File: config.mk
export PLATFORM = sky130hd
export DESIGN_NAME = region_match
export DESIGN_NICKNAME = d
export VERILOG_FILES = /design/src/region_match.sv
export VERILOG_INCLUDE_DIRS = /design/src /design/src/src
export SDC_FILE = /design/constraint.sdc
export NUM_CORES = 1
export LEC_CHECK = 0
export BUFFER_PORTS_ARGS = -buffer_cell sky130_fd_sc_hd__buf_2
export CELL_PAD_IN_SITES_DETAIL_PLACEMENT = 1
export CELL_PAD_IN_SITES_GLOBAL_PLACEMENT = 1
export CORE_AREA = 3 3 232 234
export DETAILED_ROUTE_END_ITERATION = 10
export DIE_AREA = 0 0 235 237
export PLACE_DENSITY_LB_ADDON = 0.12
export SLEW_MARGIN = 10
export SYNTH_ARGS = -nofsm -noshare
export SYNTH_HDL_FRONTEND = slang
export SYNTH_SLANG_ARGS = --single-unit
File: constraint.sdc
create_clock -name vclk -period 8.4
set_input_delay 1.68 -clock vclk [all_inputs]
set_output_delay 1.68 -clock vclk [all_outputs]
set_load 0.005 [all_outputs]
File: src/mpu_regs.svh
`ifndef MPU_REGS_SVH
`define MPU_REGS_SVH
// ---------------------------------------------------------------------------
// register map (byte addresses, one aligned word each)
// ---------------------------------------------------------------------------
`define MPU_OFS_STATUS     12'h000
`define MPU_OFS_MASK       12'h004
`define MPU_OFS_FAULT_ADDR 12'h008
`define MPU_OFS_FAULT_INFO 12'h00c
`define MPU_OFS_REGION0    12'h040
`define MPU_REGION_STRIDE  12'h010
`define MPU_SUB_BASE       4'h0
`define MPU_SUB_LIMIT      4'h4
`define MPU_SUB_ATTR       4'h8
// ---------------------------------------------------------------------------
// attribute field layout
// ---------------------------------------------------------------------------
`define MPU_ATTR_W         6
`define MPU_ATTR_EN        0
`define MPU_ATTR_PRIV_LO   1
`define MPU_ATTR_USER_LO   3
`define MPU_ATTR_FETCH     5
`define MPU_PERM_NONE      2'h0
`define MPU_PERM_RO        2'h1
`define MPU_PERM_RW        2'h2
// ---------------------------------------------------------------------------
// status bits and reset values
// ---------------------------------------------------------------------------
`define MPU_ST_W           3
`define MPU_ST_READ        0
`define MPU_ST_WRITE       1
`define MPU_ST_FETCH       2
`define MPU_RST_ATTR       6'h00
`define MPU_RST_BASE       32'h0000_0000
`define MPU_RST_LIMIT      32'h0000_0000
`define MPU_NUM_REGIONS    8
`endif

File: src/region_match.sv
`include "mpu_regs.svh"
// ---------------------------------------------------------------------------
// address compare and priority pick over all regions
// ---------------------------------------------------------------------------
module region_match
(
   input  wire logic [31:0]                    addr_i,   // access address
   input  wire logic [7:0][31:0]               base_i,   // inclusive low
   input  wire logic [7:0][31:0]               limit_i,  // inclusive high
   input  wire logic [7:0][`MPU_ATTR_W-1:0]    attr_i,   // per region attrs
   output logic                                hit_o,    // any region hit
   output logic [2:0]                          idx_o,    // winning region
   output logic [`MPU_ATTR_W-1:0]              attr_o    // winning attrs
);
   logic [7:0] match;   // per region hit vector

   // per region compare, only enabled regions take part
   genvar g;
   generate
      for (g = 0; g < `MPU_NUM_REGIONS; g++)
      begin : g_cmp
         assign match[g] = attr_i[g][`MPU_ATTR_EN] &&
                           (addr_i >= base_i[g]) && (addr_i <= limit_i[g]);
      end
   endgenerate

   always_comb
   begin
      hit_o  = 1'b0;
      idx_o  = 3'h0;
      attr_o = `MPU_RST_ATTR;
      for (int i = 0; i < `MPU_NUM_REGIONS; i++)
      begin
         // later, higher numbered hits overwrite lower ones
         if (match[i])
         begin
            hit_o  = 1'b1;
            idx_o  = 3'(i);
            attr_o = attr_i[i];
         end
      end
   end
endmodule // region_match

# --- Yosys cells after proc, flatten, opt, wreduce, memory -nomap -nowiden ---
# Index checks and enable logic that the tools add are counted.
# W data, S select, Z words.
op_classes:
  n_lt_le_gt_ge: 16
  mux: 23
  reduce_logical: 16
ops:
  columns: ["cell", "count"]
  rows:
  - ["$ge A32 B32 Y1", 8]
  - ["$le A32 B32 Y1", 8]
  - ["$mux W6", 8]
  - ["$mux W3", 6]
  - ["$logic_and A1 B1 Y1", 16]
  - ["$mux W1", 9]
word_totals:
  register_bits: 0
  in_bits: 592
  output_inout_bits: 10
  elab_cells: 55

# --- Depth between registers and ports, before layout ---
# Gate-level depths: netlist (run 1).
depth:
  depth_word: 11
  ltp_mapped: 12
  depth_no_buf: 11

# --- Worst setup path before layout (run 1) ---
# Ideal clock, no wire load.
synth_path:
  path_type: "in2out"
  from: "input port addr_i[0]"
  to: "output port attr_o[1]"
  arrival_time_ps: 3921
  t_required_ps: 6720
  path_slack_ps: 2799
  path_stages: 11
  n_path_buf: 0
  cell_sequence: "inv_1 -> ha_1 -> nand2b_1 -> a211oi_1 -> o21a_1 -> o211ai_1 -> a31o_1 -> and2_1 -> nor3b_2 -> a22oi_1 -> o221ai_1"
synth_via:
  elab_chain_cells: 11
  elab_cells_between_ends: 40
  classes_between: "order compare (16); mux (8); reduce/logical (16)"
synth_rtl:
  columns: ["element", "line", "rtl"]
  rows:
  - ["start, declared", "region_match.sv:7", "input wire logic [31:0] addr_i,"]
  - ["$ge A32 B32 Y1", "region_match.sv:23", "(addr_i >= base_i[g]) && (addr_i <= limit_i[g]);"]
  - ["$logic_and A1 B1 Y1 (2 in series)", "region_match.sv:22", "assign match[g] = attr_i[g][`MPU_ATTR_EN] &&"]
  - ["$mux W6 (7 in series)", "region_match.sv:35", "if (match[i])"]
  - ["$mux W6 (*)", "region_match.sv:35", null]
  - ["end, declared", "region_match.sv:13", "output logic [`MPU_ATTR_W-1:0] attr_o"]
# Mark *: on every way between the ends. The rest lies on a longest branch, timed or not.

# --- Final worst setup path (run 1) ---
layout_path:
  from: "input port addr_i[31]"
  to: "output port attr_o[3]"
# The elaborated chain is that of the path after synthesis.

==> results of run 1 <==
[per-layer routing]
metal  part of all wire (%)  wire (um)  GRT usage [%]
met1                     43      31420          30.35
met5                   0.19        137              0
met4                    2.8       2030          6.604
met2                     50      36200          45.72
met3                    4.5       3303          3.506
[kinds of logic after synthesis]
group / share of synthesized area, %
simple gates: 15.35
fa+ha+maj: 47.81
compound gates: 21.77
buf+inv: 14.53
mux: 0.5416
[path summary, 6_finish.rpt]
kind	end	slack (ns)	depth (start not counted)
worst max-delay path	attr_o[3]	1.20	13
worst min-delay path	attr_o[5]	3.69	4
[area by class of cell]
class              count  area share [%]
multi-input cells   1368           65.51
well taps            688           4.923
inverters            516           11.08
diodes                19          0.2719
repair buffers       625           18.22
[per-stage QoR]
step | utilization, % | total power, W | worst slack (ns) | cell area, um2
2_1_floorplan | - | 0.0004736 | 2.799 | 13400
3_3_place_gp | 33.38 | 0.0008798 | 1.240 | 17440
3_5_place_dp | 33.38 | 0.0009129 | 1.244 | 17440
4_1_cts | 33.38 | 0.0009177 | 1.223 | 17440
5_1_grt | 33.44 | 0.001032 | 1.085 | 17470
6_report | 33.47 | 0.0009088 | 1.204 | 17480
[cell usage in the layout, fill, tap and decap left out, types with 6 or more instances in the layout]
cell type | netlist | routed
a211o_1 | 7 | 7
a211oi_1 | 20 | 20
a21o_1 | 73 | 73
a21oi_1 | 164 | 164
a22oi_1 | 9 | 9
a31oi_1 | 9 | 9
and3_1 | 13 | 13
and4_1 | 6 | 6
buf_2 | 2 | 602
buf_4 | 0 | 23
diode_2 | 0 | 19
ha_1 | 512 | 512
inv_1 | 516 | 516
nand2_1 | 93 | 93
nand2b_1 | 15 | 15
nand3_1 | 54 | 54
nand4_1 | 85 | 85
nor2_1 | 53 | 53
nor2b_1 | 14 | 14
nor3_1 | 20 | 20
nor4_1 | 12 | 12
o2111ai_1 | 7 | 7
o211ai_1 | 21 | 21
o21a_1 | 14 | 14
o21ai_0 | 59 | 59
o21ai_1 | 17 | 17
o22ai_1 | 7 | 7
[worst max-delay path: stages]
cell and delay [ns]:
buf_2 0.36, buf_4 0.29, ha_1 0.19, nand4_1 0.13
nor4_2 0.34, nand4_1 0.30, a31oi_1 0.25, o22ai_1 0.33
and2_1 0.36, nor3b_2 0.50, a22oi_1 0.22, o221ai_1 0.33
buf_2 0.19
[power by group through the flow]
stage	Sequential [W]	Combinational [W]	Clock, W
after floorplan	0	0.000474	0
after global placement	0	0.000880	0
after detailed placement	0	0.000913	0
after CTS	0	0.000918	0
after global routing	0	0.00103	0.000000000192
final	0	0.000909	0.000000000304
==> impl_metrics.yaml, run 1 <==
status:
  status: "finished, final reports clean"
synth:
  yosys.area.top_type_share_pct: 47.81
  synth_common_cells: "inv_1, ha_1, a21oi_1"
  avgSynthCellArea_um2: 7.105
  synth_top_area_cell: "ha_1"
  synth_area_leaders: "ha_1, inv_1, a21oi_1, a21o_1, nand4_1"
  ys_seq_area_share_pct: 0
  yosysWarnings: 0
  syn-cell-area_um2: 13400
  synthCells: 1886
  syn-num-nets: 2990
  yosys.cell_count.top_type: "inv_1"
  synth.distinct_cells: 70
final_layout:
  drive_gt1_share_pct: 25.47
  regArea_um2: 0
  seq_cells: 0
  final_cells: 3216
  syn_to_final_growth_pct: 30.48
  fill_cells: 6741
  multi_input_area_um2: 11450
  fin_nets: 3615
  clockBufferCount: 0
global_routing:
  grt.overflow.total: 0
  grt_max_degree: 17
  grt.total_usage_pct: 24.93
  first_global_vias: 17220
  antenna_found_initial: 32
  grt_pass1_wl_um: 105000
floorplanning:
  dieArea_um2: 55700
  start_util_pct: 25.65
  io_pins: 602
  die_w_um: 235
  rows: 84
  die_y_um: 237
  core_um2: 52240
cts:
  cts-hold-fix-buffers: 0
  cts_resized: 0
  post-cts-setup-buffers: 0
placement:
  hpwl_um: 64920
  dp_cells: 3197
  io_buffers: 602
  place.gp.congestion: 0.8849
power:
  combPwrFrac_pct: 100.0
  seq_power_share_pct: 0
  power.switching_w: 0.0005206
  pwr-share-clk_pct: 0
  power_density_nw_per_um2: 51.98
  power.internal_w: 0.0003882
  power.leakage_nw: 11.03
  p_sw_share_pct: 57.28
  ir_drop_mv: 0.02211
detailed_routing:
  wirelength_um: 73080
  dr.pass1.iters: 4
  via_per_inst: 4.962
  antenna_left: 0
  drtIter0Drc: 523
  drcViolationCount: 0
  wl_per_cell_um: 22.73
  vias: 15960
timing:
  rsz0062_at_grt: "false"
  finalSetupViolations: 0
  max_clock_freq_mhz: 139.0
  worstMarginPinSlew_ns: 0.9923
  drv_slew: 0
  hold_viol: 0
  finalCritPeriodShare_pct: 85.67
  maxSlewHeadroom_pct: 33.84
  holdWs_ns: 3.695
  fin_tns_setup_ns: 0
  post-route-min-period_ns: 7.196
hold_path:
  min_from: "attr_i[47]"
  hold_class: "in -> out"
worst_setup_path:
  crit_path_max_fanout: 9
  crit_start: "addr_i[31]"
  critPathKind: "in -> out"
  cp-start-kind: "input port"
  arrival_ns: 5.52
  critPathCaptureType: "primary output"
  cp.required_ns: 6.72
job:
  max_cap_violations: 0
No activity file was read; power rests on OpenSTA's default activity.
==> inputs of run 2 (changes only) <==
--- a/config.mk
+++ b/config.mk
@@ -12,6 +12,7 @@
 export CORE_AREA = 3 3 232 234
 export DETAILED_ROUTE_END_ITERATION = 10
 export DIE_AREA = 0 0 235 237
+export GPL_TIMING_DRIVEN = 0
 export PLACE_DENSITY_LB_ADDON = 0.12
 export SLEW_MARGIN = 10
 export SYNTH_ARGS = -nofsm -noshare
==> constraint.sdc (replaced) <==
create_clock -name vclk -period 5.8
set_input_delay 1.16 -clock vclk [all_inputs]
set_output_delay 1.16 -clock vclk [all_outputs]
set_load 0.005 [all_outputs]
==> run 2 against run 1 <==
  * Non-clock buffer count shrank 15
  * Cell count shrank 0.25%
  * First-iteration DRC count shrank 0.19%
  * Combinational power grew 42%
  * Critical endpoint unchanged
  * Design area grew 0.61%
  * Largest power group unchanged
  * Global-route usage shrank 1.3 points
==> impl_metrics.yaml, run 2 (synthesized netlist as in run 1, its figures left out) <==
floorplanning:
  start_util_pct: 25.65
  die_w_um: 235
  dieArea_um2: 55700
  io_pins: 602
  core_um2: 52240
  die_y_um: 237
  rows: 84
final_layout:
  postLayoutCellArea_um2: 17590
  clockBufferCount: 0
  final_cells: 3208
  syn_to_final_growth_pct: 31.27
  seq_cells: 0
  fin_nets: 3600
  drive_gt1_share_pct: 25.58
  regArea_um2: 0
  layout_common_cells: "buf_2, inv_1, ha_1"
  final_common_cell: "buf_2"
worst_setup_path:
  cpPeakStageDelay_ns: 0.38
  critPathKind: "in -> out"
  cp-start-kind: "input port"
  crit_path_max_fanout: 16
  crit_slowest_cell: "nor3b_4"
  critPathCaptureType: "primary output"
  crit_path_frequent_cell: "buf_2"
  arrival_ns: 4.48
  path_cells: "buf_2 > ha_1 > a211oi_1 > o21ai_0 > a211oi_2 > o22ai_1 > o21a_1 > and2_1 > buf_2 > nor3b_4 > a22oi_1 > o221ai_1 > buf_2"
  path_delay_family: "compound AO/OA/AOI/OAI gates"
  crit_start: "addr_i[3]"
  path_buf_inv: 3
  cp.required_ns: 4.64
detailed_routing:
  wirelength_um: 68940
  vias: 15740
  via_per_inst: 4.905
  antenna_left: 0
  wl_per_cell_um: 21.49
  dr.pass1.iters: 5
  drtIter0Drc: 522
  drcViolationCount: 0
power:
  seq_power_share_pct: 0
  power.internal_w: 0.0005646
  pwr-share-clk_pct: 0
  power_density_nw_per_um2: 73.46
  power.switching_w: 0.0007275
  finalPower_w: 0.001292
  combPwrFrac_pct: 100.0
  ir_drop_mv: 0.05196
  p_sw_share_pct: 56.30
  power.leakage_nw: 11.03
placement:
  place.gp.congestion: 0.8794
  dp_cells: 3176
  hpwl_um: 59440
  dpl_cell_area_um2: 17270
  io_buffers: 602
status:
  status: "finished, final reports clean"
timing:
  worstMarginPinSlew_ns: 0.7510
  hold_viol: 0
  drv_slew: 0
  max_clock_freq_mhz: 177.5
  finalSetupViolations: 0
  finalCritPeriodShare_pct: 97.16
  maxSlewHeadroom_pct: 49.47
  post-route-min-period_ns: 5.635
hold_path:
  min_from: "attr_i[44]"
  hold_class: "in -> out"
job:
  max_cap_violations: 0
global_routing:
  grt_max_degree: 17
  first_global_vias: 16980
  grt.overflow.total: 0
  grt_pass1_wl_um: 100700
  grt.total_usage_pct: 23.62
  antenna_found_initial: 46
cts:
  cts-hold-fix-buffers: 0
-- run 2: path summary, 6_finish.rpt --
check	cells after the start	slack (ns)	end
hold / removal	4	2.63	attr_o[2]
setup / recovery	13	0.16	attr_o[3]
-- run 2: worst min-delay path: stages --
cell      delay (ns)
buf_2           0.07
nand2_1         0.04
o221ai_1        0.06
buf_2           0.14
-- run 2: power groups by stage --
stage	registers, W	logic, W	clock network (W)
after floorplan	0	0.000686	0
after global placement	0	0.00123	0
after detailed placement	0	0.00128	0
after CTS	0	0.00130	0
after global routing	0	0.00148	0.000000000393
final	0	0.00129	0.000000000601
-- run 2: cell type report --
type	count	area (um2)
fillers	6771	34640
multi-input cells	1368	11580
repair buffers	608	3137
inverters	516	1941
well taps	688	860.8
diodes	26	65.06
plain buffers	2	10.01
-- run 2: stage by stage --
stage	setup slack, ns	TNS, ns	hold slack [ns]	util (%)
2_1_floorplan	1.239	0	2.417	-
3_3_place_gp	-0.9745	-7.141	2.646	33.07
3_5_place_dp	-0.9913	-7.484	2.647	33.07
4_1_cts	0.007340	0	2.646	33.36
5_1_grt	-0.05129	-0.05569	2.650	33.63
6_report	0.1646	0	2.635	33.68
-- run 2: routing by layer --
metal / GRT usage, % / up-vias / routed length, um / part of all wire (%)
li1: - / 7877 / - / -
met1: 28.81 / 7350 / 29320 / 43
met2: 43.37 / 381 / 34610 / 50
met3: 4.170 / 90 / 3674 / 5.3
met4: 4.637 / 38 / 1103 / 1.6
met5: 0 / - / 230 / 0.33
-- run 2: what timing repair did --
| item | 4_1_cts | 5_1_grt |
|---|---|---|
| pin swaps | 0 | 3 |
| hold endpoints to repair | 0 | 0 |
| setup endpoints to repair | 10 | 10 |
| setup buffers | 3 | 3 |
| resized for setup | 30 | 18 |
